## src/rtl/sem_host_map.svh

```systemverilog
`ifndef SEM_HOST_MAP_SVH
`define SEM_HOST_MAP_SVH

// Number of flags and width of the flag index.
`define SEM_FLAG_COUNT 8
`define SEM_IDX_W 3
// Port address and data widths.
`define SEM_ADDR_W 12
`define SEM_DATA_W 16
// Strobe timing: setup, pulse and recovery lengths in ns.
`define SEM_CLK_NS 10
`define SEM_SETUP_NS 20
`define SEM_PULSE_NS 40
`define SEM_RECOVER_NS 20
`define SEM_SETUP_CYC ((`SEM_SETUP_NS + `SEM_CLK_NS - 1) / `SEM_CLK_NS)
`define SEM_PULSE_CYC ((`SEM_PULSE_NS + `SEM_CLK_NS - 1) / `SEM_CLK_NS)
`define SEM_RECOVER_CYC ((`SEM_RECOVER_NS + `SEM_CLK_NS - 1) / `SEM_CLK_NS)
// Command codes.
`define SEM_CMD_ACQUIRE 2'h0
`define SEM_CMD_RELEASE 2'h1
`define SEM_CMD_POLL 2'h2
`define SEM_CMD_INIT 2'h3

`endif

```

## src/rtl/sem_host_pkg.sv

```systemverilog
package sem_host_pkg;

  // Command word handed in by the user logic.
  typedef struct packed {
    logic [1:0] op;
    logic [2:0] idx;
  } cmd_s;

  // Result handed back to the user logic.
  typedef struct packed {
    logic owned;
    logic [2:0] idx;
  } result_s;

  // Pin-level controls driven toward one device port.
  typedef struct packed {
    logic mem_select_n;
    logic flag_space_select_n;
    logic out_enable_n;
    logic write_n;
  } ctrl_s;

endpackage

```

## src/rtl/sem_host.sv

```systemverilog
`timescale 1ns/100ps
`include "sem_host_map.svh"

// Overview of operation
// - Flags are active low; write zero to request, one to release.
// - Host drives flag select low with normal address, enable, write strobes.
// - Host deasserts select or output enable between successive reads.
// - Host writes zero first, then reads to confirm ownership.
// - After failure host keeps reading or writes one to withdraw.
// - Startup writes one to every flag so all begin free.
// - Memory chip select stays high during every flag access.
module sem_host #(
  parameter int ADDR_W = `SEM_ADDR_W,
  parameter int DATA_W = `SEM_DATA_W
) (
  input wire logic clk,
  input wire logic sys_rst,
  input wire logic cmd_valid,
  input sem_host_pkg::cmd_s cmd,
  output logic cmd_ready,
  output logic done,
  output sem_host_pkg::result_s result,
  output logic init_done,
  output logic [ADDR_W-1:0] addr,
  output logic [DATA_W-1:0] data_out,
  output logic data_oe,
  input wire logic [DATA_W-1:0] data_in,
  output sem_host_pkg::ctrl_s ctrl
);

  typedef enum logic [2:0] {
    S_RESET, S_IDLE, S_SETUP, S_PULSE, S_RECOVER
  } state_e;

  localparam logic [3:0] SETUP_CYC = 4'(`SEM_SETUP_CYC);
  localparam logic [3:0] PULSE_CYC = 4'(`SEM_PULSE_CYC);
  localparam logic [3:0] RECOVER_CYC = 4'(`SEM_RECOVER_CYC);

  state_e state;
  state_e next_state;
  logic [3:0] count;
  logic is_read;
  logic wr_bit;
  logic [1:0] op;
  logic [2:0] idx;
  logic init_side;
  logic [DATA_W-1:0] din_meta;
  logic [DATA_W-1:0] din_sync;

  // Decoded conditions of the sequencer.
  wire count_done = (count == 4'h0);
  // A command is taken only while ready is shown, so none slips in early.
  wire take_cmd = (state == S_IDLE) && cmd_valid && cmd_ready;
  wire acquire_cmd = (cmd.op == `SEM_CMD_ACQUIRE);
  wire poll_cmd = (cmd.op == `SEM_CMD_POLL);
  wire release_cmd = (cmd.op == `SEM_CMD_RELEASE);
  wire need_read = (op == `SEM_CMD_ACQUIRE) && !is_read;
  wire init_last = (idx == 3'h7);
  wire flag_low = (din_sync[0] == 1'b0);

  // The data bus passes two flip-flops before the sample is used.
  always_ff @(posedge clk) begin
    din_meta <= data_in;
    din_sync <= din_meta;
  end

  // Next state of the access sequencer.
  always_comb begin
    next_state = state;
    case (state)
      S_RESET: next_state = S_SETUP;
      S_IDLE: begin
        if (take_cmd) begin
          next_state = S_SETUP;
        end
      end
      S_SETUP: begin
        if (count_done) begin
          next_state = S_PULSE;
        end
      end
      S_PULSE: begin
        if (count_done) begin
          next_state = S_RECOVER;
        end
      end
      S_RECOVER: begin
        if (!count_done) begin
          next_state = S_RECOVER;
        end else if (need_read) begin
          next_state = S_SETUP;
        end else if (!init_done && !(init_last && init_side)) begin
          next_state = S_SETUP;
        end else begin
          next_state = S_IDLE;
        end
      end
      default: next_state = S_RESET;
    endcase
  end

  // Cycle counter for setup, pulse and recovery phases.
  always_ff @(posedge clk) begin
    if (sys_rst) begin
      count <= 4'h0;
    end else if (next_state == S_SETUP && state != S_SETUP) begin
      count <= SETUP_CYC - 4'h1;
    end else if (next_state == S_PULSE && state != S_PULSE) begin
      count <= PULSE_CYC - 4'h1;
    end else if (next_state == S_RECOVER && state != S_RECOVER) begin
      count <= RECOVER_CYC - 4'h1;
    end else if (!count_done) begin
      count <= count - 4'h1;
    end
  end

  // Command capture, init walk over all flags and result reporting.
  always_ff @(posedge clk) begin
    if (sys_rst) begin
      state <= S_RESET;
      op <= `SEM_CMD_INIT;
      idx <= 3'h0;
      is_read <= 1'b0;
      wr_bit <= 1'b1;
      init_side <= 1'b0;
      init_done <= 1'b0;
      done <= 1'b0;
      result <= '0;
    end else begin
      state <= next_state;
      done <= 1'b0;
      if (take_cmd) begin
        op <= cmd.op;
        idx <= cmd.idx;
        is_read <= poll_cmd;
        wr_bit <= release_cmd || !acquire_cmd;
      end
      if (state == S_RECOVER && count_done) begin
        if (need_read) begin
          is_read <= 1'b1;
        end else if (!init_done) begin
          // Each flag is released twice so a stale request is cleared too.
          init_side <= !init_side;
          if (init_side) begin
            idx <= idx + 3'h1;
          end
          if (init_last && init_side) begin
            init_done <= 1'b1;
          end
        end else begin
          done <= 1'b1;
          result.idx <= idx;
          result.owned <= is_read && flag_low;
        end
      end
    end
  end

  // Pin drive; selects and strobes are registered.
  always_ff @(posedge clk) begin
    if (sys_rst) begin
      ctrl <= '{1'b1, 1'b1, 1'b1, 1'b1};
      addr <= '0;
      data_out <= '1;
      data_oe <= 1'b0;
      cmd_ready <= 1'b0;
    end else begin
      cmd_ready <= (next_state == S_IDLE) && init_done && !take_cmd;
      ctrl.mem_select_n <= 1'b1;
      ctrl.flag_space_select_n <= !(next_state == S_SETUP ||
        next_state == S_PULSE);
      ctrl.out_enable_n <= !(is_read && next_state == S_PULSE);
      ctrl.write_n <= !(!is_read && next_state == S_PULSE);
      addr <= {{(ADDR_W-3){1'b0}}, idx};
      data_out <= {{(DATA_W-1){1'b1}}, wr_bit};
      data_oe <= !is_read && (next_state == S_SETUP ||
        next_state == S_PULSE);
    end
  end

endmodule // sem_host

```

## config.mk

```make
export PLATFORM = sky130hd
export DESIGN_NAME = sem_host
export DESIGN_NICKNAME = d
export VERILOG_FILES = /design/src/rtl/sem_host_pkg.sv /design/src/rtl/sem_host.sv
export VERILOG_INCLUDE_DIRS = /design/src /design/src/rtl
export SDC_FILE = /design/constraint.sdc
export NUM_CORES = 1
export LEC_CHECK = 0
export BUFFER_PORTS_ARGS = -buffer_cell sky130_fd_sc_hd__clkbuf_2
export CORE_MARGIN = 1
export CORE_UTILIZATION = 43
export CTS_CLUSTER_SIZE = 40
export DETAILED_ROUTE_END_ITERATION = 10
export PLACE_DENSITY = 0.79
export REMOVE_ABC_BUFFERS = 1
export SLEW_MARGIN = 20
export SYNTH_ARGS = -nofsm -noshare
export SYNTH_HDL_FRONTEND = slang
export SYNTH_SLANG_ARGS = --single-unit
export TNS_END_PERCENT = 1
```

## constraint.sdc

```tcl
create_clock -name clk -period 1.9 [get_ports clk]
set_clock_uncertainty 0.1 [all_clocks]
set_input_delay 0.19 -clock clk [delete_from_list [all_inputs] [get_ports clk]]
set_output_delay 0.19 -clock clk [all_outputs]
set_load 0.01 [all_outputs]
```

# Yosys cells after proc, flatten, opt, wreduce, memory -nomap -nowiden
# Cells that the tools add are included.
[totals]
wordCells = 105
regBits = 57
inputBits = 24
[op_classes]
n_addsub = 2
bitwise = 4
n_eq_ne = 16
mux = 22
n_reduce_logical = 36
[op_table]
columns = ["operator", "n"]
rows = [
  ["3-bit two-way mux", 9],
  ["1-bit logical AND", 15],
  ["3-bit case mux with 5 select lines", 1],
  ["3-bit by 2-bit equality test with 1-bit output (second input constant)", 4],
  ["2-bit two-way mux", 5],
  ["3-bit equality test (second input constant)", 3],
  ["1-bit zero test", 9],
  ["1-bit two-way mux", 7],
  ["3-bit by 1-bit equality test with 1-bit output (second input constant)", 2],
  ["3-bit by 2-bit != test with 1-bit output (second input constant)", 2],
  ["3-bit AND reduction", 2],
  ["2-bit zero test", 2],
  ["4-bit zero test", 1],
  ["4-bit by 1-bit != test with 1-bit output (second input constant)", 1],
  ["1-bit inverter", 4],
  ["4-bit OR reduction", 1],
  ["4-bit by 1-bit subtractor with 4-bit output (second input constant)", 1],
  ["3-bit by 1-bit adder with 3-bit output (second input constant)", 1],
  ["3-bit zero test", 1],
  ["3-bit by 1-bit != test with 1-bit output (second input constant)", 1],
  ["3-bit != test (second input constant)", 1],
  ["3-bit OR reduction", 1],
  ["2-bit by 1-bit equality test with 1-bit output (second input constant)", 1],
  ["2-bit equality test (second input constant)", 1],
  ["other kinds (3)", 4],
]

# Logic depth before layout (Yosys ltp)
# Gate-level depths: netlist of the first run.
[logic_depth]
word_depth = 13
ltp_mapped = 7

# Least setup slack after synthesis of the first run
# Ideal clock, no wire load.
[synth_path]
path_type = "reg2reg"
startpoint = "reg idx[0]"
endpoint = "reg ctrl[0] (netlist bit)"
n_path_buf = 0
stages_incl_launch_ff = 7
arrival_ps = 1712
synth_period_minus_slack_ps = 1939
slack_ps = -39
path_cell_list = "dfxtp_1 -> ha_1 -> ha_1 -> a21o_2 -> a2111oi_4 -> nor3b_2 -> or3b_1"
[synth_between]
elab_chain_len = 11
[synth_lines]
columns = ["element", "line", "source"]
rows = [
  ["start: declaration", "sem_host.sv:45", "logic [2:0] idx;"],
  ["start signal: assignment", "sem_host.sv:134", "idx <= cmd.idx;"],
  ["start signal: assignment", "sem_host.sv:145", "idx <= idx + 3'h1;"],
  ["3-bit equality test", "sem_host.sv:58", "wire init_last = (idx == 3'h7);"],
  ["1-bit logical AND", "sem_host.sv:92", "end else if (!init_done && !(init_last && init_side)) begin"],
  ["1-bit zero test", "sem_host.sv:92", ""],
  ["1-bit logical AND", "sem_host.sv:92", ""],
  ["2-bit two-way mux", "sem_host.sv:92", ""],
  ["2-bit two-way mux", "sem_host.sv:90", "end else if (need_read) begin"],
  ["3-bit two-way mux", "sem_host.sv:88", "if (!count_done) begin"],
  ["3-bit case mux with 5 select lines", "sem_host.sv:70", "case (state)"],
  ["3-bit by 2-bit equality test with 1-bit output", "sem_host.sv:173", "ctrl.write_n <= !(!is_read && next_state == S_PULSE);"],
  ["1-bit logical AND", "sem_host.sv:173", ""],
  ["1-bit zero test", "sem_host.sv:173", ""],
  ["end signal: assignment", "sem_host.sv:162", "ctrl <= '{1'b1, 1'b1, 1'b1, 1'b1};"],
  ["end: declaration", "sem_host.sv:28", "output sem_host_pkg::ctrl_s ctrl"],
]
# Every way passes these cells.
# A chain may end at the register's enable or synchronous reset.

# Worst setup path in the final report of the first run
[layout_path]
startpoint = "reg count[0]"
endpoint = "reg ctrl[0] (netlist bit)"
[layout_between]
elab_chain_len = 6
elab_cells_between_ends = 8
cone_classes = "eq/ne (1); mux (4); reduce/logical (3)"
[layout_lines]
columns = ["element", "line", "source"]
rows = [
  ["start: declaration", "sem_host.sv:41", "logic [3:0] count;"],
  ["start signal: assignment", "sem_host.sv:107", "count <= SETUP_CYC - 4'h1;"],
  ["start signal: assignment", "sem_host.sv:109", "count <= PULSE_CYC - 4'h1;"],
  ["start signal: assignment", "sem_host.sv:111", "count <= RECOVER_CYC - 4'h1;"],
  ["4-bit zero test *", "sem_host.sv:51", "wire count_done = (count == 4'h0);"],
  ["3-bit two-way mux, on equally long branches", "sem_host.sv:88, sem_host.sv:78, sem_host.sv:83", ""],
  ["3-bit case mux with 5 select lines *", "sem_host.sv:70", ""],
  ["3-bit by 2-bit equality test with 1-bit output *", "sem_host.sv:173", ""],
  ["1-bit logical AND *", "sem_host.sv:173", ""],
  ["1-bit zero test *", "sem_host.sv:173", ""],
]
# Mark *: on every way between the ends. The rest lies on a longest branch, timed or not.

==> parameters.txt, run 1 <==
Parameter                              Value

Detailed routing
  Detail-routed net length per standard cell    11.24 um
  Total wirelength of the detailed-routed design    2.866 mm
  Antenna-violating nets left    0
  Remaining routing DRC violations    0
  Router iterations before antenna repair    4
  Via density per instance    4.686
  Via count    1,195
  Number of violations reported at the end of detailed-routing iteration 0    53

Global route
  Via count of the first global-routing pass    1,085
  Antenna violations before repair    0
  Global-route total usage across every layer    0.1688
  Total grt overflow    0
  Pin count of the biggest net entering global routing    19
  Global-route wire length before repair    5.009 mm

Final layout
  Area taken by multi-input logic gates    833.3 um2
  Number of nets at the end of the flow    235
  Number of antenna cells inserted    0
  Final-layout fill cell count    321
  Post-route cell area    0.001902 mm2
  Share of cells above drive strength 1    0.3589
  Layout Area Growth over Synthesis    21.21%
  Area occupied by registers    644.4 um2

Power
  P_int    1.072 mW
  Combinational share of power    0.253
  Cell leakage power    0.8774 nW
  Net Sw Power    0.4529 mW
  Share of power burned in the clock network    0.270
  Total power draw    1.525 mW
  Sequential share of power    0.478
  Maximum vdd ir drop    0.3953 mV
  Switching power as a share of total power    0.2970
  Power per standard cell area    801.7 mW/mm2

Flow run
  # Max-Cap Violations    0

Critical path
  Source of the worst register-to-register timing path    count[0]
  Endpoint type of the worst setup path    flop
  Depth of the most critical reg-to-reg path    6
  Crit Path Class    flop to flop
  CP startpoint kind    flop
  Highest fanout seen on the critical path    6
  Endpoint of the most critical register-to-register path    ctrl[0]
  Worst Path Required    2.02 ns
  Register-to-register setup slack    0.003 ns
  Data arrival time of the worst path    2.01 ns

STA
  Setup repair after global routing missed its margin    true
  Maximum frequency from static timing analysis    0.5271 GHz
  Worst slack on hold paths    0.01441 ns
  Min Clock Period, post-route    1.897 ns
  Final setup fails    0
  Setup total negative slack    0 ns
  Final Max Slew Viols    0
  Final worst slack    0.002863 ns
  Final clock period utilization by the worst path    0.9985
  Number of hold violations in the final report    0

Synthesis
  Netlist Area Pre-Place    0.001569 mm2
  Post-synthesis sequential element count    32
  Fraction of registers with async set/reset    0
  Number of enable-type register cells in the synthesized netlist    0
  Sequential fraction of the synthesis area    0.4083
  Synthesized area per cell    9.567 um2
  Dominant register cell in the synthesized netlist    sky130_fd_sc_hd__dfxtp_1
  List of most frequent post-synthesis cells    sky130_fd_sc_hd__dfxtp_1, sky130_fd_sc_hd__buf_4, sky130_fd_sc_hd__nor2_1, sky130_fd_sc_hd__nand2_1, sky130_fd_sc_hd__nor3_1
  Cell with the most instances after synthesis    sky130_fd_sc_hd__dfxtp_1
  Ys Warns    0
  Fraction of synthesized cell area taken by the top area cell type    0.4083
  Number of standard cells after synthesis    164
  Number of different library cells in the post-synthesis netlist    45
  Cell type with the largest total area after synthesis    sky130_fd_sc_hd__dfxtp_1
  Biggest area contributors in the synthesized netlist    sky130_fd_sc_hd__dfxtp_1, sky130_fd_sc_hd__buf_4, sky130_fd_sc_hd__nor2_1, sky130_fd_sc_hd__nand2_1, sky130_fd_sc_hd__mux2i_1

Place
  Detail Placement HPWL    2.026 mm
  Gpl congestion    0.8823
  Post-placement worst setup slack    -0.1047 ns
  DP Area    0.001733 mm2
  Number of input and output port buffers inserted    23

Clock network
  Skew-Pair Late Insertion Delay    0.34 ns
  Clk root buf    sky130_fd_sc_hd__clkbuf_4
  CTS tree    done
  Clock input transition at the sequential cells of the worst setup and hold paths    0.10 ns
  Number of sinks on the clock net    32
  Number of levels the H-tree was split into    2
  Max clock buf depth    2
  Num CTS Buffers    5

Worst hold path
  Min-Delay Path Depth    3
  Launch instance of the worst min-delay path    cmd[2]
  Hold endpoint    idx[2]
  Hold Crit Class    primary input to flop

Die
  Floorplan core area    0.003416 mm2
  Effective utilization at floorplan    0.4593
  Die extent in y    62.41 um
  Number of I/O pins    64
  Overall die area    0.003894 mm2
  Cell Rows    21
  Width of the die    62.41 um

Status
  Outcome    finished clean
per-layer routing:
layer,routed length [um],GRT usage
met5,0,0
met4,30,0.06977
met3,152,0.06022
met2,1359,0.2663
met1,1323,0.2075
per-stage QoR:
step / std cells / util
after global routing: 255 / 0.5568
after global placement: 242 / 0.5073
after CTS: 255 / 0.5560
after detailed placement: 242 / 0.5073
after floorplan: 155 / -
final: 255 / 0.5568
cells by family after synthesis:
logic type      count (synthesis)  share of synthesized area
compound gates                 21                     0.1148
xor+xnor                        1                   0.005583
fa+ha+maj                       3                    0.02393
buf+inv                        34                     0.1515
flops                          32                     0.4083
mux                             5                    0.03270
other cells                     2                   0.004786
simple gates                   66                     0.2584
registers in the layout, indices dropped and copies added (netlist names):
name,cells
count,4
result,4
addr,3
ctrl,3
idx,3
state,3
op,2
cmd_ready,1
data_oe,1
data_out,1
din_meta,1
din_sync,1
done,1
init_done,1
init_side,1
is_read,1
wr_bit,1
power by group through the flow:
stage               Sequential (mW)  Clock [mW]  Combinational, mW
finish                        0.729       0.411              0.385
global route                  0.734       0.465              0.420
CTS                           0.729       0.421              0.380
detailed placement            0.742           0              0.347
global placement              0.741           0              0.339
floorplan                     0.759           0              0.195
cells in the final DEF (no fill, tap or decap), types with 5 or more instances in the layout:
cell	instances
sky130_fd_sc_hd__a21oi_1	5
sky130_fd_sc_hd__nor2b_1	5
sky130_fd_sc_hd__clkbuf_4	5
sky130_fd_sc_hd__nand2_1	12
sky130_fd_sc_hd__clkbuf_2	23
sky130_fd_sc_hd__conb_1	25
sky130_fd_sc_hd__nor2_1	13
sky130_fd_sc_hd__nor3_1	7
sky130_fd_sc_hd__dfxtp_1	29
sky130_fd_sc_hd__buf_4	19
cell type report:
cell class	instances	area share
Tap cell	46	0.03026
Multi-Input combinational cell	121	0.4382
Timing Repair Buffer	46	0.1566
Clock inverter	2	0.005263
Clock buffer	6	0.02697
Sequential cell	32	0.3388
Inverter	2	0.003947
worst max-delay path by stage:
stage              from  endpoint  slack, ns  cells past startpoint
4_1_cts        count[0]   ctrl[0]      0.008                      6
3_5_place_dp     idx[0]   ctrl[0]      -0.10                      6
2_1_floorplan    idx[0]   ctrl[0]      -0.04                      6
3_3_place_gp     idx[0]   ctrl[0]      -0.08                      6
5_1_grt        count[0]   ctrl[0]       -0.1                      6
6_report       count[0]   ctrl[0]      0.003                      6
repair_timing:
item | CTS | global route
hold buffers | 4 | 0
endpoints found under the setup margin | 3 | 6
gates resized for setup | 13 | 2
buffers inserted | 1 | 0
hold endpoints to repair | 4 | 0
pin swaps | 6 | 2
worst max-delay path: stages (launching register included):
cell	delay [ns]
sky130_fd_sc_hd__dfxtp_1	0.32
sky130_fd_sc_hd__inv_1	0.08
sky130_fd_sc_hd__ha_4	0.14
sky130_fd_sc_hd__or3b_4	0.41
sky130_fd_sc_hd__a2111oi_4	0.21
sky130_fd_sc_hd__nor3b_2	0.13
sky130_fd_sc_hd__or3b_1	0.38
No activity file was read; power rests on OpenSTA's default activity.
==> inputs of run 2 (changes only) <==
Settings changed: RECOVER_POWER from default to 50.
==> run 2 against run 1 <==
Compared with the run above:
- global-route usage unchanged
- fmax about the same
- hold slack improved by 0.0016 ns
- cell area decreased by 1.2%
- clock power about the same
- via count increased by 0.59%
- critical endpoint unchanged
- largest power group unchanged
==> parameters.txt, run 2 (synthesis gave the netlist of run 1 again) <==
Parameter                              Value

Power
  Share of power burned in the clock network    0.269 (about the same)
  P_int    1.069 mW (-0.27%)
  Sequential share of power    0.480 (+0.002)
  Total power draw    1.519 mW (-0.36%)
  Net Sw Power    0.4503 mW (-0.57%)
  Switching power as a share of total power    0.2964 (-0.0006242)
  Combinational share of power    0.251 (-0.002)
  Cell leakage power    0.8274 nW (-5.7%)
  Power per standard cell area    808.9 mW/mm2 (+0.90%)
  Maximum vdd ir drop    0.3921 mV (-0.81%)

Final layout
  Commonest non-fill, non-tap cell in the layout    sky130_fd_sc_hd__dfxtp_1
  Layout Area Growth over Synthesis    19.70%
  Commonest cells after routing, fill and taps aside    sky130_fd_sc_hd__dfxtp_1, sky130_fd_sc_hd__conb_1, sky130_fd_sc_hd__buf_4
  Post-layout instance count excluding filler cells    255 (unchanged)
  Number of antenna cells inserted    0 (unchanged)
  Largest registers ranked by flip-flop count    count x4, result x4
  Number of nets at the end of the flow    235 (unchanged)
  Post-route cell area    0.001878 mm2 (-1.2%)
  Share of the core filled with cells    0.5498 (-0.006960)
  Share of cells above drive strength 1    0.2775 (-0.08134)

STA
  Final setup fails    0 (unchanged)
  Final Max Slew Viols    0 (unchanged)
  Final clock period utilization by the worst path    0.9988 (about the same)
  Worst slack on hold paths    0.01599 ns (+0.001584 ns)
  Min Clock Period, post-route    1.898 ns (+0.0006521 ns)
  Number of hold violations in the final report    0 (unchanged)
  Maximum frequency from static timing analysis    0.5269 GHz (about the same)
  Setup repair after global routing missed its margin    true

Clock network
  Clk root buf    sky130_fd_sc_hd__clkbuf_4
  Clock input transition at the sequential cells of the worst setup and hold paths    0.10 ns (about the same)
  Number of levels the H-tree was split into    2 (unchanged)
  Num CTS Buffers    5 (unchanged)
  Number of sinks on the clock net    32 (unchanged)
  Max clock buf depth    2 (unchanged)
  CTS tree    done
  Skew-Pair Late Insertion Delay    0.34 ns (about the same)

Die
  Die extent in y    62.41 um (unchanged)
  Effective utilization at floorplan    0.4593 (unchanged)
  Number of I/O pins    64 (unchanged)
  Cell Rows    21 (unchanged)
  Width of the die    62.41 um (unchanged)
  Overall die area    0.003894 mm2 (unchanged)
  Floorplan core area    0.003416 mm2 (unchanged)

Global route
  Via count of the first global-routing pass    1,085 (unchanged)
  Global-route total usage across every layer    0.1688 (unchanged)
  Pin count of the biggest net entering global routing    19 (unchanged)
  Total grt overflow    0 (unchanged)
  Global-route wire length before repair    5.009 mm (unchanged)
  Antenna violations before repair    0 (unchanged)

Place
  Gpl congestion    0.8823 (unchanged)
  Number of input and output port buffers inserted    23 (unchanged)
  DP Area    0.001733 mm2 (unchanged)
  Detail Placement HPWL    2.026 mm (unchanged)
  DP Cell Count    242 (unchanged)

Flow run
  # Max-Cap Violations    0 (unchanged)

Detailed routing
  Antenna-violating nets left    0 (unchanged)
  Total wirelength of the detailed-routed design    2.873 mm (+0.24%)
  Via count    1,202 (+0.59%)
  Number of violations reported at the end of detailed-routing iteration 0    53 (unchanged)
  Remaining routing DRC violations    0 (unchanged)
  Router iterations before antenna repair    4 (unchanged)
  Detail-routed net length per standard cell    11.27 um (+0.24%)
  Via density per instance    4.714 (+0.59%)

Critical path
  Crit Path Class    flop to flop
  Worst Path Required    2.02 ns (about the same)
  CP startpoint kind    flop
  Endpoint type of the worst setup path    flop
  Data arrival time of the worst path    2.01 ns (about the same)
  Highest fanout seen on the critical path    6 (unchanged)

Status
  Outcome    finished clean

Worst hold path
  Hold Crit Class    primary input to flop
-- run 2: cell types whose count changed in the layout (fill, tap and decap cells not counted), sizes merged --
cell and change:
clkbuf +1, buf -1
-- run 2: repair_timing --
item	4_1_cts	5_1_grt
hold buffers	4	0
pin swaps	6	2
setup endpoints to repair	3	6
endpoints found under the hold margin	4	0
setup buffers	1	0
gates resized for setup	13	2
-- run 2: cell type report --
| cell class | instances | area (um2) |
|---|---|---|
| timing repair buffer | 46 | 276.5 |
| tap | 46 | 57.56 |
| inverter | 2 | 7.507 |
| fill | 333 | 1538 |
| multi-input combinational | 121 | 833.3 |
| sequential | 32 | 641.9 |
| clock buffer | 6 | 51.30 |
| clock inverter | 2 | 10.01 |
-- run 2: worst paths after layout --
path | from | to | slack, ns | cells past startpoint
max | count[0] | ctrl[0] | 0.002 | 6
min | cmd[2] | idx[2] | 0.02 | 3
max reg2reg | count[0] | ctrl[0] | 0.002 | 6
min reg2reg | din_meta[0] | din_sync[0] | 0.24 | 0
-- run 2: critical path, stage by stage (launching register included) --
cell and delay, ns:
sky130_fd_sc_hd__dfxtp_1 0.32, sky130_fd_sc_hd__inv_1 0.08, sky130_fd_sc_hd__ha_4 0.14, sky130_fd_sc_hd__or3b_4 0.41
sky130_fd_sc_hd__a2111oi_4 0.21, sky130_fd_sc_hd__nor3b_2 0.13, sky130_fd_sc_hd__or3b_1 0.38
-- run 2: per-stage QoR --
step | setup TNS (ns) | worst slack, ns
after detailed placement | -0.1343 | -0.1047
after floorplan | -0.03899 | -0.03899
final | 0 | 0.002211
after CTS | 0 | 0.008139
after global placement | -0.08770 | -0.08249
after global routing | -0.1796 | -0.09718
-- run 2: power by group through the flow --
| stage | Clock (mW) | Sequential (mW) | Combinational [mW] |
|---|---|---|---|
| final | 0.409 | 0.729 | 0.382 |
| after global routing | 0.465 | 0.734 | 0.417 |
| after CTS | 0.421 | 0.729 | 0.380 |
| after detailed placement | 0 | 0.742 | 0.347 |
| after global placement | 0 | 0.741 | 0.339 |
| after floorplan | 0 | 0.759 | 0.195 |
-- run 2: metal layers --
metal	part of all wire	GRT usage
met1	0.45	0.2075
met2	0.47	0.2663
met5	0	0
met4	0.010	0.06977
met3	0.063	0.06022
==> inputs of run 3 (changes only) <==
Settings changed: CORE_ASPECT_RATIO from default to 1.25.
==> run 3 against run 2 <==
Compared with the run above:
- first-iteration DRC count is 77% lower
- sequential cell count is the same
- die area is essentially flat
- core utilization rose by 0.083 points
- worst setup slack improved by 0.0068 ns
- critical path depth decreased by 2
- via count shrank 0.33%
- hold slack better by 0.034 ns
- power increased by 12%
- sequential share of layout area fell by 0.65 points
- critical path type unchanged
- cell area grew 2.1%
- wire length grew 2.3%
==> parameters.txt, run 3 (synthesis gave the netlist of run 1 again) <==
Parameter                              Value

STA
  Number of hold violations in the final report    0 (unchanged)
  Min Clock Period, post-route    1.891 ns (-0.006812 ns)
  Final worst slack    0.009023 ns (+0.006812 ns)
  Maximum frequency from static timing analysis    0.5288 GHz (+0.36%)
  Final Max Slew Viols    0 (unchanged)
  Final clock period utilization by the worst path    0.9953 (-0.003585)
  Setup repair after global routing missed its margin    true
  Final setup fails    0 (unchanged)

Final layout
  Share of the core filled with cells    0.5506 (+0.0008300)
  Commonest cells after routing, fill and taps aside    sky130_fd_sc_hd__dfxtp_1, sky130_fd_sc_hd__conb_1, sky130_fd_sc_hd__buf_4
  Number of nets at the end of the flow    235 (unchanged)
  Number of antenna cells inserted    0 (unchanged)
  Largest registers ranked by flip-flop count    count x4, result x4
  Final-layout fill cell count    321 (-3.6%)
  Layout Area Growth over Synthesis    22.25%
  Commonest non-fill, non-tap cell in the layout    sky130_fd_sc_hd__dfxtp_1
  Share of cells above drive strength 1    0.3029 (+0.02537)

Global route
  Global-route total usage across every layer    0.1595 (-0.009313)
  Total grt overflow    0 (unchanged)
  Pin count of the biggest net entering global routing    20 (+1)
  Met2 capacity usage during global routing    0.2606 (-0.005722)
  Routing usage on met3    0.05970 (-0.0005175)
  Via count of the first global-routing pass    1,104 (+1.8%)
  GR met1 Demand/Resource    0.1738 (-0.03377)
  Most Used Layer, Global Route    met2
  Antenna violations before repair    0 (unchanged)
  Global-route wire length before repair    4.809 mm (-4.0%)

Power
  P_int    1.243 mW (+16%)
  Cell leakage power    0.8424 nW (+1.8%)
  Sequential share of power    0.437 (-0.043)
  Net Sw Power    0.4651 mW (+3.3%)
  Combinational share of power    0.237 (-0.014)
  Switching power as a share of total power    0.2724 (-0.02406)
  Share of power burned in the clock network    0.326 (+0.057)
  Power per standard cell area    890.4 mW/mm2 (+10%)
  Maximum vdd ir drop    0.6218 mV (+59%)

Place
  Gpl congestion    0.8682 (-1.6%)
  Detail Placement HPWL    2.071 mm (+2.2%)
  Post-placement worst setup slack    -0.1022 ns (+0.002539 ns)
  Number of input and output port buffers inserted    23 (unchanged)

Clock network
  CTS tree    done
  Number of levels the H-tree was split into    2 (unchanged)
  Clock input transition at the sequential cells of the worst setup and hold paths    0.06 ns (-0.04 ns)
  Number of sinks on the clock net    32 (unchanged)
  Max clock buf depth    2 (unchanged)
  Clk root buf    sky130_fd_sc_hd__clkbuf_8
  Num CTS Buffers    5 (unchanged)
  Skew-Pair Late Insertion Delay    0.29 ns (-0.05 ns)

Die
  Number of I/O pins    64 (unchanged)
  Floorplan core area    0.003483 mm2 (+2.0%)
  Die extent in y    69.54 um (+11%)
  Overall die area    0.003896 mm2 (about the same)
  Cell Rows    24 (+14%)
  Effective utilization at floorplan    0.4504 (-0.008910)
  Width of the die    56.03 um (-10%)

Detailed routing
  Total wirelength of the detailed-routed design    2.940 mm (+2.3%)
  Detail-routed net length per standard cell    11.90 um (+5.6%)
  Remaining routing DRC violations    0 (unchanged)
  Number of violations reported at the end of detailed-routing iteration 0    12 (-77%)
  Antenna-violating nets left    0 (unchanged)
  Via count    1,198 (-0.33%)
  Router iterations before antenna repair    4 (unchanged)
  Via density per instance    4.850 (+2.9%)

Worst hold path
  Hold Crit Class    primary input to flop

Critical path
  Endpoint type of the worst setup path    flop
  CP startpoint kind    flop
  Crit Path Class    flop to flop
  Worst Path Required    1.97 ns (-0.05 ns)
  Data arrival time of the worst path    1.96 ns (-0.05 ns)
  Highest fanout seen on the critical path    5 (-1)

Flow run
  # Max-Cap Violations    0 (unchanged)

Status
  Outcome    finished clean
run 3: worst max-delay path, cell delays in order, from the launching register on:
cell                        delay, ns
sky130_fd_sc_hd__dfxtp_1         0.33
sky130_fd_sc_hd__or3_1           0.47
sky130_fd_sc_hd__a2111oi_4       0.44
sky130_fd_sc_hd__nor3b_4         0.09
sky130_fd_sc_hd__or3b_1          0.35
run 3: area by class of cell:
class                      instances  area, um2  area share
clock buffer                       7      96.34     0.05023
multi-input combinational        121      840.8      0.4384
tap                               39      48.80     0.02544
inverter                           2      7.507    0.003914
timing repair buffer              46      281.5      0.1468
sequential                        32      643.1      0.3353
run 3: final timing paths:
kind / slack (ns) / to / cells past startpoint / start
max: 0.009 / ctrl[0] / 4 / op[0]
min reg2reg: 0.23 / din_sync[0] / 0 / din_meta[0]
max reg2reg: 0.009 / ctrl[0] / 4 / op[0]
min: 0.05 / idx[2] / 3 / cmd[2]
run 3: power by group through the flow:
| stage | Sequential (mW) | Combinational, mW | Clock (mW) |
|---|---|---|---|
| 2_1_floorplan | 0.759 | 0.195 | 0 |
| 3_3_place_gp | 0.753 | 0.346 | 0 |
| 3_5_place_dp | 0.756 | 0.353 | 0 |
| 4_1_cts | 0.742 | 0.366 | 0.565 |
| 5_1_grt | 0.749 | 0.437 | 0.606 |
| 6_report | 0.746 | 0.404 | 0.557 |
run 3: what timing repair did:
item	in CTS	in global routing
setup buffers	1	2
endpoints found under the hold margin	1	0
gates resized for setup	5	14
setup endpoints to repair	3	10
pin swaps	3	4
hold buffers	1	0
run 3: layer usage:
metal,routed length [um],part of all wire,up-vias
met5,0,0,-
met2,1490,0.51,41
met4,89,0.030,0
li1,-,-,604
met1,1206,0.41,544
met3,153,0.052,9
run 3: metrics by stage:
| stage | instance area, um2 | hold WS, ns | total power, mW | std cells | setup TNS, ns |
|---|---|---|---|---|---|
| floorplan | 1425 | 0.1177 | 0.9536 | 155 | -0.03899 |
| global placement | 1744 | 0.1941 | 1.099 | 236 | -0.1232 |
| detailed placement | 1744 | 0.1944 | 1.109 | 236 | -0.1825 |
| CTS | 1874 | 0.04627 | 1.673 | 245 | 0 |
| global route | 1918 | 0.04815 | 1.792 | 247 | -0.1258 |
| finish | 1918 | 0.04966 | 1.708 | 247 | 0 |
